--- config.mk ---
export PLATFORM = sky130hd
export DESIGN_NAME = cfg_sideband_core_flat
export DESIGN_NICKNAME = d
export VERILOG_FILES = /design/src/hdl/cfg_sideband_pkg.sv /design/src/hdl/cfg_sideband_if.sv /design/src/hdl/cfg_sideband_core.sv /design/src/flat_wrapper.sv
export SDC_FILE = /design/constraint.sdc
export NUM_CORES = 1
export LEC_CHECK = 0
export BUFFER_PORTS_ARGS = -buffer_cell sky130_fd_sc_hd__buf_2
export CAP_MARGIN = 5
export CORE_AREA = 2 2 115 117
export DETAILED_ROUTE_END_ITERATION = 8
export DIE_AREA = 0 0 117 119
export GPL_ROUTABILITY_DRIVEN = 0
export HOLD_SLACK_MARGIN = 0.05
export PLACE_DENSITY = 0.67
export SYNTH_ARGS = -nofsm -noshare
export SYNTH_HDL_FRONTEND = slang
export SYNTH_SLANG_ARGS = --single-unit
--- constraint.sdc ---
create_clock -name clock -period 6.9 [get_ports clock]
set_input_delay 1.035 -clock clock [delete_from_list [all_inputs] [get_ports clock]]
set_output_delay 1.035 -clock clock [all_outputs]
set_load 0.05 [all_outputs]
--- src/hdl/cfg_sideband_pkg.sv ---
// Constants shared by the configuration sideband and completion error ends.
// ****************************************************************
// What this block does
// - Export eight 3-bit traffic class to channel entries.
// - Traffic class 0 entry always reads zero.
// - Application picks channel from exported map.
// - Export bus number high, device number low.
// - Application builds IDs with function number zero.
// - Export primary command and status register.
// - Export device control and status register.
// - Export link control and status register.
// - Application flags completion timeout on bit 0.
// - Device emits message for completion timeout.
// - Application sends abort completion, then flags bit 1.
// - Device emits message for completer abort.
// - Application flags unexpected completion on bit 2.
// - Application holds pending while completions are owed.
// - Low-power entry waits until pending deasserts.
// ****************************************************************
package cfg_sideband_pkg;
	localparam int unsigned TC_COUNT         = 8;
	localparam int unsigned VC_FIELD_W       = 3;
	localparam int unsigned TCVC_MAP_W       = 24;
	localparam int unsigned BUS_NUM_W        = 8;
	localparam int unsigned DEV_NUM_W        = 5;
	localparam int unsigned BUSDEV_W         = 13;
	localparam int unsigned BUS_NUM_LSB      = 5;
	localparam int unsigned DEV_NUM_LSB      = 0;
	localparam int unsigned CSR_W            = 32;
	localparam int unsigned CPL_ERR_W        = 3;
	localparam int unsigned ERR_TIMEOUT_BIT  = 0;
	localparam int unsigned ERR_ABORT_BIT    = 1;
	localparam int unsigned ERR_UNEXP_BIT    = 2;
	localparam logic [2:0]  TC0_VC           = 3'h0;
	localparam logic [31:0] CSR_RESET        = 32'h0000_0000;
	localparam logic [12:0] BUSDEV_RESET     = 13'h0000;
	localparam logic [23:0] TCVC_RESET       = 24'h00_0000;
	localparam logic [2:0]  FUNC_NUM         = 3'h0;
	// Completion timeout, ms, and cycles at 250 MHz (kept as a parameter).
	localparam int unsigned CPL_TIMEOUT_MS   = 50;
	localparam int unsigned CLK_KHZ          = 250000;
	localparam int unsigned CPL_TIMEOUT_CYC  = CPL_TIMEOUT_MS * CLK_KHZ;
	localparam int unsigned MSG_CNT_W        = 16;
endpackage : cfg_sideband_pkg

--- src/hdl/cfg_sideband_if.sv ---
// Interface joining the endpoint sideband end and the application end.
`timescale 1ns/10ps
interface cfg_sideband_if;
	logic [23:0] tcvc_map;
	logic [12:0] bus_dev;
	logic [31:0] prim_csr;
	logic [31:0] dev_csr;
	logic [31:0] link_csr;
	logic [2:0]  cpl_err;
	logic        cpl_pending;

	modport core (
		output tcvc_map,
		output bus_dev,
		output prim_csr,
		output dev_csr,
		output link_csr,
		input  cpl_err,
		input  cpl_pending
	);

	modport app (
		input  tcvc_map,
		input  bus_dev,
		input  prim_csr,
		input  dev_csr,
		input  link_csr,
		output cpl_err,
		output cpl_pending
	);
endinterface : cfg_sideband_if

--- src/hdl/cfg_sideband_core.sv ---
// Endpoint end: exports configuration values, turns errors into messages.
`timescale 1ns/10ps
module cfg_sideband_core (
	input  wire logic        clock,
	input  wire logic        rst,
	cfg_sideband_if.core     sb,
	input  wire logic [20:0] cfg_tc_map_in,
	input  wire logic [12:0] cfg_busdev_in,
	input  wire logic [31:0] cfg_prim_csr_in,
	input  wire logic [31:0] cfg_dev_csr_in,
	input  wire logic [31:0] cfg_link_csr_in,
	input  wire logic        lp_req,
	input  wire logic        msg_ready,
	output logic             lp_enter,
	output logic             msg_valid,
	output logic [2:0]       msg_err_type,
	output logic [15:0]      err_count
);
	// ****************************************************************
	// Configuration export
	// ****************************************************************

	// Next value of the exported map, one 3-bit field per class.
	wire logic [23:0] next_tcvc_map;

	// TC0 entry pinned.
	// Class 0 has no input field; it is tied so no setting can move it.
	assign next_tcvc_map[2:0] = cfg_sideband_pkg::TC0_VC;

	// ascending class fields.
	// Input field tc-1 feeds map field tc, so TC1 sits just above TC0.
	for (genvar tc = 1; tc < cfg_sideband_pkg::TC_COUNT; tc++) begin : g_tc
		assign next_tcvc_map[tc * 3 +: 3] = cfg_tc_map_in[(tc - 1) * 3 +: 3];
	end

	// Registered copies so the application sees glitch-free values.
	always_ff @(posedge clock or posedge rst) begin
		if (rst) begin
			sb.tcvc_map <= cfg_sideband_pkg::TCVC_RESET;
		end else begin
			sb.tcvc_map <= next_tcvc_map;
		end
	end

	always_ff @(posedge clock or posedge rst) begin
		if (rst) begin
			sb.bus_dev <= cfg_sideband_pkg::BUSDEV_RESET;
		end else begin
			sb.bus_dev <= cfg_busdev_in;
		end
	end

	always_ff @(posedge clock or posedge rst) begin
		if (rst) begin
			sb.prim_csr <= cfg_sideband_pkg::CSR_RESET;
			sb.dev_csr  <= cfg_sideband_pkg::CSR_RESET;
			sb.link_csr <= cfg_sideband_pkg::CSR_RESET;
		end else begin
			sb.prim_csr <= cfg_prim_csr_in;
			sb.dev_csr  <= cfg_dev_csr_in;
			sb.link_csr <= cfg_link_csr_in;
		end
	end

	// ****************************************************************
	// Error message generation
	// ****************************************************************

	// Pending errors; a new pulse sets a bit even as it is sent.
	logic      [2:0] err_pend;
	wire logic [2:0] next_err_pend;
	logic      [2:0] send_sel;
	logic      [2:0] next_msg_type;

	// Lowest bit goes first; others wait without being lost.
	always_comb begin
		send_sel = 3'h0;
		if (err_pend[cfg_sideband_pkg::ERR_TIMEOUT_BIT]) begin
			send_sel = 3'h1;
		end else if (err_pend[cfg_sideband_pkg::ERR_ABORT_BIT]) begin
			send_sel = 3'h2;
		end else if (err_pend[cfg_sideband_pkg::ERR_UNEXP_BIT]) begin
			send_sel = 3'h4;
		end
	end

	// One flag per error type. Set wins over clear: a pulse that lands
	// in the cycle its own type is taken leaves the flag up, so the
	// event is reported again rather than lost.
	// Pulses of one type that meet a raised flag merge into one message.
	for (genvar b = 0; b < cfg_sideband_pkg::CPL_ERR_W; b++) begin : g_err
		wire logic taken;

		// The flag clears only when its own message is accepted.
		assign taken = msg_valid && msg_ready && msg_err_type[b];

		assign next_err_pend[b] = sb.cpl_err[b] || (err_pend[b] && !taken);
	end

	always_ff @(posedge clock or posedge rst) begin
		if (rst) begin
			err_pend <= 3'h0;
		end else begin
			err_pend <= next_err_pend;
		end
	end

	// The type leaving this cycle still shows in its flag until the
	// edge, so it is masked here; the cost is one idle cycle between
	// messages, which keeps the priority logic off the accept path.
	always_comb begin
		next_msg_type = send_sel;
		if (msg_valid) begin
			next_msg_type = send_sel & ~msg_err_type;
		end
	end

	// Message held stable until accepted by the transmit path.
	always_ff @(posedge clock or posedge rst) begin
		if (rst) begin
			msg_valid    <= 1'b0;
			msg_err_type <= 3'h0;
		end else if (!msg_valid || msg_ready) begin
			msg_valid    <= next_msg_type != 3'h0;
			msg_err_type <= next_msg_type;
		end
	end

	// Count of cycles with any error pulse, so pulses in one cycle count once; saturates rather than wraps.
	always_ff @(posedge clock or posedge rst) begin
		if (rst) begin
			err_count <= 16'h0000;
		end else if (sb.cpl_err != 3'h0 && err_count != 16'hffff) begin
			err_count <= err_count + 16'h0001;
		end
	end

	// ****************************************************************
	// Low-power gating
	// ****************************************************************

	// Running, held off by an owed completion, or in low power.
	// Entry only happens while no completion is owed.
	typedef enum logic [1:0] {
		LP_RUN,
		LP_HELD,
		LP_LOW
	} lp_state_t;

	lp_state_t lp_state;
	lp_state_t next_lp_state;

	// A request that meets a pending completion waits in the held state.
	// A completion owed while in low power drops back to held, so the
	// application is never left waiting on a sleeping link.
	// hold off on pending.
	always_comb begin
		next_lp_state = lp_state;
		unique case (lp_state)
			LP_RUN: begin
				if (lp_req && !sb.cpl_pending) begin
					next_lp_state = LP_LOW;
				end else if (lp_req) begin
					next_lp_state = LP_HELD;
				end
			end
			LP_HELD: begin
				if (!lp_req) begin
					next_lp_state = LP_RUN;
				end else if (!sb.cpl_pending) begin
					next_lp_state = LP_LOW;
				end
			end
			LP_LOW: begin
				if (!lp_req) begin
					next_lp_state = LP_RUN;
				end else if (sb.cpl_pending) begin
					next_lp_state = LP_HELD;
				end
			end
			default: begin
				next_lp_state = LP_RUN;
			end
		endcase
	end

	// The spare fourth code falls back to running on the next edge.
	always_ff @(posedge clock or posedge rst) begin
		if (rst) begin
			lp_state <= LP_RUN;
		end else begin
			lp_state <= next_lp_state;
		end
	end

	// The output is its own flop, set for the state being entered.
	always_ff @(posedge clock or posedge rst) begin
		if (rst) begin
			lp_enter <= 1'b0;
		end else begin
			lp_enter <= next_lp_state == LP_LOW;
		end
	end
endmodule : cfg_sideband_core

--- src/flat_wrapper.sv ---
// flat-port wrapper written by rule: the top's interface ports become plain ports
module cfg_sideband_core_flat 
  (clock, rst, cfg_tc_map_in, cfg_busdev_in, cfg_prim_csr_in, cfg_dev_csr_in, cfg_link_csr_in, lp_req, msg_ready, lp_enter, msg_valid, msg_err_type, err_count, sb_tcvc_map, sb_bus_dev, sb_prim_csr, sb_dev_csr, sb_link_csr, sb_cpl_err, sb_cpl_pending);
  cfg_sideband_if sb_i ();
  input  wire logic clock;
  input  wire logic rst;
  input  wire logic [20:0] cfg_tc_map_in;
  input  wire logic [12:0] cfg_busdev_in;
  input  wire logic [31:0] cfg_prim_csr_in;
  input  wire logic [31:0] cfg_dev_csr_in;
  input  wire logic [31:0] cfg_link_csr_in;
  input  wire logic lp_req;
  input  wire logic msg_ready;
  output logic lp_enter;
  output logic msg_valid;
  output logic [2:0] msg_err_type;
  output logic [15:0] err_count;
  output wire logic [$bits(sb_i.tcvc_map)-1:0] sb_tcvc_map;
  output wire logic [$bits(sb_i.bus_dev)-1:0] sb_bus_dev;
  output wire logic [$bits(sb_i.prim_csr)-1:0] sb_prim_csr;
  output wire logic [$bits(sb_i.dev_csr)-1:0] sb_dev_csr;
  output wire logic [$bits(sb_i.link_csr)-1:0] sb_link_csr;
  input wire logic [$bits(sb_i.cpl_err)-1:0] sb_cpl_err;
  input wire logic [$bits(sb_i.cpl_pending)-1:0] sb_cpl_pending;
  assign sb_tcvc_map = sb_i.tcvc_map;
  assign sb_bus_dev = sb_i.bus_dev;
  assign sb_prim_csr = sb_i.prim_csr;
  assign sb_dev_csr = sb_i.dev_csr;
  assign sb_link_csr = sb_i.link_csr;
  assign sb_i.cpl_err = sb_cpl_err;
  assign sb_i.cpl_pending = sb_cpl_pending;
  cfg_sideband_core u_core (.clock(clock), .rst(rst), .sb(sb_i), .cfg_tc_map_in(cfg_tc_map_in), .cfg_busdev_in(cfg_busdev_in), .cfg_prim_csr_in(cfg_prim_csr_in), .cfg_dev_csr_in(cfg_dev_csr_in), .cfg_link_csr_in(cfg_link_csr_in), .lp_req(lp_req), .msg_ready(msg_ready), .lp_enter(lp_enter), .msg_valid(msg_valid), .msg_err_type(msg_err_type), .err_count(err_count));
endmodule
==> results.toml, run 1 <==
[sta]
grt_setup_unrepaired = "no"
worst_hold_slack_ns = 0.5003
hold_viol_final = 0
finalCritPeriodShare_pct = 32.82
fmax_ghz = 0.4416
slew_viol_final = 0
finalSetupViolations = 0
finalCriticalPeriod_ns = 2.265
worst_pin_slew_ns = 0.9505
setup_ws_ns = 4.635
finalClockSkew_ns = 0.005347
tns_ns = 0
slew_headroom_pct = 36.63

[critical_path]
end_kind = "output port"
crit_type = "reg2out"
slowest_delay_ns = 0.50
path_delay_family = "flip-flops"
arrival_ns = 1.23
critPathMaxFanout = 8
crit_buf_inv = 1
startpoint_type = "flop"
worstPathRequired_ns = 5.86
path_cells = "buf_2"
slowest_stage = "dfrtp_1"

[drt]
initialDrtViolationCount = 105
route.detailed.drc = 0
vias = 3182
drt-pass1-iter-count = 4
drt_wl_total_microns = 11050
routedWlPerCell_microns = 14.91
drtAntennaViolNets = 0
vias_per_cell = 4.294

[job]
cap_violations = 0

[final_layout]
fin_util_pct = 52.55
nFillCells = 1137
drive_above_1_share_pct = 57.88
diodes = 0
area_growth_pct = 49.99
fin_nets = 691

[grt]
grt_pass1_vias = 3225
grt_pass1_wl_microns = 16280
antenna_found_initial = 0
grt_max_degree = 82
grt_util_all_layers_pct = 15.82
grt_overflow_total = 0

[logic_synthesis]
ys_ff_latch = 156
ys_types = 37
yosysMostFrequentCell = "dfrtp_1"
synth_top_area_cell = "dfrtp_1"
synthFlopType = "dfrtp_1"
syn_area_per_cell_sq_um = 18.26
ys_warn_count = 0
synth-async-reset-ratio_pct = 100.0
synthTopCellsByArea = "dfrtp_1 (87%), xnor2_1 (1.6%), nand2_1 (1.0%)"
synth-edff-count = 0
yosysSeqAreaShare_pct = 86.55
syn_area_sq_um = 4511
synthCells = 247
synth.top_cell.area_share_pct = 86.55
ys_top_cells_by_count = "dfrtp_1 (156), nand2_1 (12), nand3_1 (8), xnor2_1 (8)"

[floorplan]
ios = 292
start_util_pct = 35.03
die_y_microns = 119
dieArea_sq_um = 13920
num_rows = 42
die_w_microns = 117
core_area_sq_um = 12870

[pwr]
internal_power_mw = 1.698
power_frac_comb_pct = 20.0
p_switching_mw = 0.7921
p_total_mw = 2.490
max-vdd-ir-drop_uv = 380.8
pwr-share-seq_pct = 42.5
leakage_nw = 3.470
switching_share_pct = 31.81
powerDensity_nw_per_um2 = 368.0
clockPowerShare_pct = 37.4

[clock_network]
clk_pin_slew_ns = 0.06
cts_buffers = 17
cts_sinks = 156
cts_tree = "built"
cts_buffer_depth = 2
clock_latency_ns = 0.41
htreeDepth = 4
hold_buffers = 0
cts_setup_buffers = 0
cts-root-buf = "clkbuf_16"
post_cts_resized = 0

[placed_design]
dp_slack_ns = 4.205
portBuffers = 288
dp_hpwl_microns = 8435

[run_status]
status = "complete, no violations"

[worst_hold_path]
min_path_type = "reg2reg"
-- final timing paths --
| path | startpoint | endpoint | slack (ns) | cells after the start |
|---|---|---|---|---|
| min reg2reg | u_core.err_pend[2] | u_core.err_pend[2] | 0.50 | 1 |
| min in group asynchronous | rst | u_core.sb.prim_csr[30] | 0.73 | 2 |
| max in group asynchronous | rst | u_core.sb.tcvc_map[18] | 4.72 | 3 |
| max | u_core.err_count[2] | err_count[2] | 4.64 | 1 |
| max reg2reg | u_core.err_count[9] | u_core.err_count[1] | 5.06 | 4 |
| min | u_core.err_pend[2] | u_core.err_pend[2] | 0.50 | 1 |
-- layout make-up --
cell class	count	area (sq um)	area share [%]
clock buffers	19	442.9	6.547
clock inverters	13	163.9	2.423
inverters	4	20.02	0.2959
multi-input cells	84	565.5	8.360
flip-flops and latches	156	3904	57.70
well taps	176	220.2	3.255
repair buffers	289	1449	21.42
-- metrics by stage --
| stage | area (sq um) | cells |
|---|---|---|
| 2_1_floorplan | 4518 | 249 |
| 3_3_place_gp | 6158 | 709 |
| 3_5_place_dp | 6158 | 709 |
| 4_1_cts | 6765 | 741 |
| 5_1_grt | 6765 | 741 |
| 6_report | 6765 | 741 |
-- cells by family (layout without fill, tap and decap cells) --
logic type / Yosys count / in the layout / synth area share [%]
fa+ha+maj: 1 / 1 / 0.2773
xor+xnor: 9 / 9 / 1.748
buf+inv: 9 / 325 / 1.082
other cells: 1 / 3 / 0.08314
simple gates: 46 / 46 / 5.964
compound gates: 22 / 22 / 3.468
flops: 156 / 156 / 86.55
mux: 3 / 3 / 0.8320
-- sequential cells by signal, indices dropped and copies added (netlist names) --
register / flops
u_core.msg_valid: 1
u_core.sb.link_csr: 32
u_core.err_count: 16
u_core.lp_enter: 1
u_core.sb.dev_csr: 32
u_core.sb.prim_csr: 32
u_core.lp_state: 2
u_core.sb.tcvc_map: 21
u_core.sb.bus_dev: 13
u_core.msg_err_type: 3
u_core.err_pend: 3
-- routing by layer --
metal / routed length (microns) / global-route usage (%) / part of all wire (%)
met5: 0 / 0 / 0
met4: 362 / 8.309 / 3.3
met3: 916 / 5.802 / 8.3
met2: 5623 / 25.90 / 51
met1: 4149 / 17.87 / 38
-- placed cells by master (no fill, tap or decap), types with 2 or more instances in the layout --
master / netlist / layout
o21ai_0: 4 / 4
buf_2: 0 / 288
nor3_1: 2 / 2
clkinv_4: 0 / 3
a21o_1: 3 / 3
a22o_1: 3 / 3
dfrtp_1: 156 / 156
mux2_2: 2 / 2
conb_1: 1 / 3
clkinv_2: 0 / 3
clkbuf_16: 0 / 17
inv_1: 4 / 3
bufinv_16: 0 / 3
nand4_1: 5 / 5
and3_1: 3 / 3
nand2_1: 12 / 12
xnor2_1: 8 / 8
nand3_1: 8 / 8
nor2_1: 5 / 5
a21oi_1: 2 / 2
clkinvlp_4: 0 / 2
o211ai_1: 2 / 2
nor2b_1: 2 / 2
inv_6: 0 / 3
a31oi_1: 3 / 3
-- power by group through the flow --
stage | sequential (mW) | combinational [mW] | clock (mW)
2_1_floorplan | 1.32 | 0.102 | 0
3_3_place_gp | 1.07 | 0.498 | 0
3_5_place_dp | 1.07 | 0.504 | 0
4_1_cts | 1.06 | 0.504 | 0.956
5_1_grt | 1.07 | 0.527 | 1.00
6_report | 1.06 | 0.499 | 0.932
Power figures use the tool's default switching activity.
==> run 2: changes to the inputs <==
clock period = 2.3 ns   (was 6.9 ns; I/O delays follow)
==> results.toml, run 2 (same netlist as run 1, synthesis figures left out) <==
[critical_path]
cp-startpoint = "u_core.err_count[9]"
rr_endpoint = "u_core.err_count[1]"
worstPathRequired_ns = 2.60
critPathMaxFanout = 7
end_kind = "flop"
startpoint_type = "flop"
arrival_ns = 2.11
crit_type = "reg2reg"
path_cells = "and4_1 > nand4_4 > o31a_1 > mux2_4"
slowest_stage = "dfrtp_1"
ff2ff_path_depth = 4
r2r_start = "u_core.err_count[9]"
crit_end = "u_core.err_count[1]"
slowest_delay_ns = 0.43
rrSetupSlack_ns = 0.49

[grt]
grt_pass1_wl_microns = 20640
grt_pass1_vias = 4094
grt_max_degree = 92
antenna_found_initial = 3
grt_util_all_layers_pct = 20.07
grt_overflow_total = 0

[drt]
vias = 3748
drtAntennaViolNets = 0
vias_per_cell = 4.279
routedWlPerCell_microns = 15.91
wl_met2_microns = 7336
wl_met1_microns = 5071
drt-pass1-iter-count = 4
initialDrtViolationCount = 210
met3_length_microns = 1012
route.detailed.drc = 0
drt_wl_total_microns = 13940
top_layer_used = "met4"

[sta]
slew_headroom_pct = 45.82
tns_ns = 0
grt_setup_unrepaired = "no"
worst_pin_slew_ns = 0.8127
finalCritPeriodShare_pct = 78.50
finalCriticalPeriod_ns = 1.806
finalClockSkew_ns = 0.008923
finalSetupViolations = 0
slew_viol_final = 0
fmax_ghz = 0.5538
hold_viol_final = 0

[clock_network]
clock_latency_ns = 0.41
htreeDepth = 4
cts_sinks = 156
post_cts_resized = 0
cts_tree = "built"
cts_buffers = 17
clk_pin_slew_ns = 0.07
cts-root-buf = "clkbuf_16"
cts_buffer_depth = 2

[job]
cap_violations = 0

[pwr]
leakage_nw = 4.017
max-vdd-ir-drop_uv = 1012
powerDensity_nw_per_um2 = 956.8
p_total_mw = 7.764

[placed_design]
portBuffers = 288
dp_hpwl_microns = 8803

[final_layout]
area_growth_pct = 79.92
fin_nets = 823
layout.cells.most_common_list = "buf_2 (288), dfrtp_1 (156), dlygate4sd3_1 (130)"
final_common_cell = "buf_2"
drive_above_1_share_pct = 47.35
largestRegisters = "u_core.sb.dev_csr: 32 flops, u_core.sb.link_csr: 32 flops, u_core.sb.prim_csr: 32 flops"
fin_util_pct = 63.03

[floorplan]
num_rows = 42
die_y_microns = 119
ios = 292
core_area_sq_um = 12870
dieArea_sq_um = 13920
die_w_microns = 117
start_util_pct = 35.03

[worst_hold_path]
min_path_type = "in2async"

[run_status]
status = "complete, no violations"
==> run 2: report_power, final <==
group	switching, mW	total [mW]	internal, mW
Combinational	1.17	1.70	0.528
Clock	1.13	2.89	1.76
Sequential	0.199	3.17	2.97
Total	2.51	7.76	5.26
==> run 2: worst min path at each step <==
stage	endpoint	slack (ns)
6_report	u_core.sb.tcvc_map[18]	0.08
5_1_grt	u_core.lp_enter	0.09
4_1_cts	u_core.lp_enter	0.09
3_5_place_dp	u_core.sb.dev_csr[2]	0.45
3_3_place_gp	u_core.sb.dev_csr[23]	0.45
2_1_floorplan	u_core.sb.bus_dev[0]	0.38
==> run 2: critical path: cells and delay by family (launching register included) <==
kind / cells / cell delay, ns
and+or+nand+nor: 2 / 0.57
muxes: 1 / 0.32
DFF: 1 / 0.43
AOI/OAI and AO/OA: 1 / 0.38
==> run 2: final cells by class <==
class / count / area [sq um]
Tap cell: 176 / 220.2
Fill cell: 950 / 4760
Inverter: 4 / 18.77
Clock buffer: 18 / 439.2
Clock inverter: 14 / 182.7
Multi-Input combinational cell: 84 / 565.5
Timing Repair Buffer: 421 / 2778
Antenna cell: 3 / 7.507
Sequential cell: 156 / 3904
==> run 2: per-stage QoR <==
stage	area, sq um	hold WS, ns	std cells	setup WS (ns)
floorplan	4522	0.3764	249	-0.01789
detailed placement	6185	0.4543	711	0.5046
global placement	6185	0.4534	711	0.5646
global route	8113	0.09267	875	0.3848
finish	8115	0.07816	876	0.4944
CTS	8108	0.08787	873	0.4977
==> run 2: repair_timing <==
| item | CTS | global route |
|---|---|---|
| hold buffers | 130 | 0 |
| hold endpoints to repair | 130 | 0 |
| buffers inserted | 0 | 0 |
==> run 2: per-layer routing <==
layer  up-vias  track usage [%]
met3        35            6.972
met1      1831            21.11
li1       1710                -
met2       172            35.04
met4         0            10.07
met5         -                0
==> run 3: changes to the inputs <==
ABC_AREA = 1   (was unset)
CORE_AREA = unset   (was 2 2 115 117)
CORE_ASPECT_RATIO = 1.1   (was unset)
CORE_UTILIZATION = 38   (was unset)
DIE_AREA = unset   (was 0 0 117 119)
PLACE_DENSITY = 0.73   (was 0.67)
clock period = 1.55 ns   (was 2.3 ns; I/O delays follow)
==> results.toml, run 3 <==
[run_status]
status = "complete, no violations"

[final_layout]
final-seq-area_sq_um = 3908
diodes = 0
area_growth_pct = 80.02
largestRegisters = "u_core.sb.dev_csr: 32 flops, u_core.sb.link_csr: 32 flops, u_core.sb.prim_csr: 32 flops"
final_common_cell = "buf_2"
nFillCells = 784
layout.cells.most_common_list = "buf_2 (288), dfrtp_1 (153), dlygate4sd3_1 (135)"
multiInputGateArea_sq_um = 704.4
fin_nets = 923
drive_above_1_share_pct = 44.29

[drt]
drt-pass1-iter-count = 5
routedWlPerCell_microns = 17.31
vias_per_cell = 4.503
drt_wl_total_microns = 16470
initialDrtViolationCount = 206
route.detailed.drc = 0
vias = 4282
drtAntennaViolNets = 0

[critical_path]
crit_type = "reg2reg"
slowest_stage = "dfrtp_1"
arrival_ns = 1.76
path_cells = "ha_2 > nand3_2 > inv_2 > nand3_4 > nor2_4 > nor2_4 > buf_12 > nand2_1 > nand2_1"
critPathMaxFanout = 15
worstPathRequired_ns = 1.84
startpoint_type = "flop"
slowest_delay_ns = 0.38
end_kind = "flop"

[logic_synthesis]
ys_ff_latch = 156
ys_types = 23
yosysSeqAreaShare_pct = 83.13
synth.top_cell.area_share_pct = 83.13
synth-edff-count = 0
syn_area_per_cell_sq_um = 14.36
synthFlopType = "dfrtp_1"
synthTopCellsByArea = "dfrtp_1 (83%), nand2_1 (7.2%), nor2_1 (1.6%)"
synthCells = 327
syn_area_sq_um = 4696
synth-async-reset-ratio_pct = 100.0
yosysMostFrequentCell = "dfrtp_1"
ys_top_cells_by_count = "dfrtp_1 (156), nand2_1 (90), nor2_1 (20)"
ys_warn_count = 0
synth_top_area_cell = "dfrtp_1"

[sta]
tns_ns = 0
finalCritPeriodShare_pct = 94.55
finalSetupViolations = 0
setup_ws_ns = 0.08453
finalCriticalPeriod_ns = 1.465
slew_viol_final = 0
hold_viol_final = 0
slew_headroom_pct = 55.93
finalClockSkew_ns = 0.006962
worst_pin_slew_ns = 0.6559
fmax_ghz = 0.6824

[floorplan]
dieArea_sq_um = 12810
start_util_pct = 39.02
die_w_microns = 108.0
ios = 292
num_rows = 42
die_y_microns = 118.6
core_area_sq_um = 12030

[grt]
grt_use_met2_pct = 49.88
antenna_found_initial = 0
grt-busiest-layer = "met2"
met3_usage_pct = 8.935
gr-usage-met1_pct = 26.12
grt_pass1_wl_microns = 24760
grt_util_all_layers_pct = 26.81
grt_pass1_vias = 4779
grt_overflow_total = 0
grt_max_degree = 42

[placed_design]
portBuffers = 288
dp_slack_ns = -0.1155
dp_hpwl_microns = 9831

[pwr]
p_total_mw = 11.20
max-vdd-ir-drop_uv = 940.5
powerDensity_nw_per_um2 = 1325
leakage_nw = 4.322

[clock_network]
cts_tree = "built"
cts_sinks = 156
cts_buffer_depth = 2
cts_buffers = 17
clock_latency_ns = 0.41
htreeDepth = 4
cts-root-buf = "clkbuf_16"
clk_pin_slew_ns = 0.06

[worst_hold_path]
min_path_type = "in2reg"

[job]
cap_violations = 0
-- run 3: cell count changes after synthesis, moves of 4 or more --
cell / change
nand2_1: +78
nor2_2: +4
nor2_1: +15
inv_1: +11
o21ai_0: +4
-- run 3: path summary, 6_finish.rpt --
kind | from | end | slack (ns) | cells past startpoint
setup / recovery | u_core.err_count[1] | u_core.err_count[9] | 0.08 | 9
hold / removal | lp_req | u_core.lp_state[1] | 0.09 | 3
setup reg to reg | u_core.err_count[1] | u_core.err_count[9] | 0.08 | 9
min in group asynchronous | rst | u_core.sb.dev_csr[21] | 0.41 | 3
max in group asynchronous | rst | u_core.lp_enter | 0.58 | 4
hold reg to reg | u_core.err_pend[2] | u_core.err_pend[2] | 0.51 | 2
-- run 3: cell type report --
| cell class | count | area share, % |
|---|---|---|
| Inverter | 18 | 0.8437 |
| Sequential cell | 156 | 46.23 |
| Tap cell | 154 | 2.279 |
| Clock inverter | 13 | 1.969 |
| Multi-Input combinational cell | 150 | 8.333 |
| Clock buffer | 19 | 5.121 |
| Timing Repair Buffer | 441 | 35.23 |
-- run 3: stage by stage --
stage | instances | hold WS [ns] | cell area (sq um) | utilization, %
2_1_floorplan | 329 | 0.2639 | 4707 | -
3_3_place_gp | 781 | 0.3025 | 6434 | 53.46
3_5_place_dp | 781 | 0.2911 | 6434 | 53.46
4_1_cts | 948 | 0.06754 | 8389 | 69.71
5_1_grt | 951 | 0.09953 | 8453 | 70.24
6_report | 951 | 0.09499 | 8453 | 70.24
-- run 3: cell families after synthesis --
family / share of synthesized area [%]
fa+ha+maj: 0.2664
simple gates: 11.22
buf+inv: 2.398
compound gates: 1.599
flops: 83.13
xor+xnor: 1.306
other cells: 0.07986
-- run 3: critical path: cells and delay by family, from the launching register on --
kind	cells	cell delay [ns]
and+or+nand+nor	6	0.49
buffers and inverters	2	0.26
DFF	1	0.38
adders and majority gates	1	0.21
-- run 3: repair_timing --
| action | in CTS | in global routing |
|---|---|---|
| hold buffers | 135 | 0 |
| pin swaps | 0 | 2 |
| endpoints found under the hold margin | 145 | 0 |
| setup buffers | 0 | 3 |
| cloned | 0 | 0 |
| endpoints found under the setup margin | 15 | 15 |
| resized for setup | 1 | 6 |
-- run 3: power by group --
group	switching [mW]	leakage, nW	internal [mW]
Combinational	1.64	2.19	0.749
Clock	1.67	0.290	2.55
Sequential	0.221	1.84	4.38
Total	3.52	4.32	7.68
-- run 3: metal layers --
layer	wire length [microns]	part of all wire, %
met2	9305	57
met1	5483	33
met3	1102	6.7
met5	0	0
met4	573	3.5
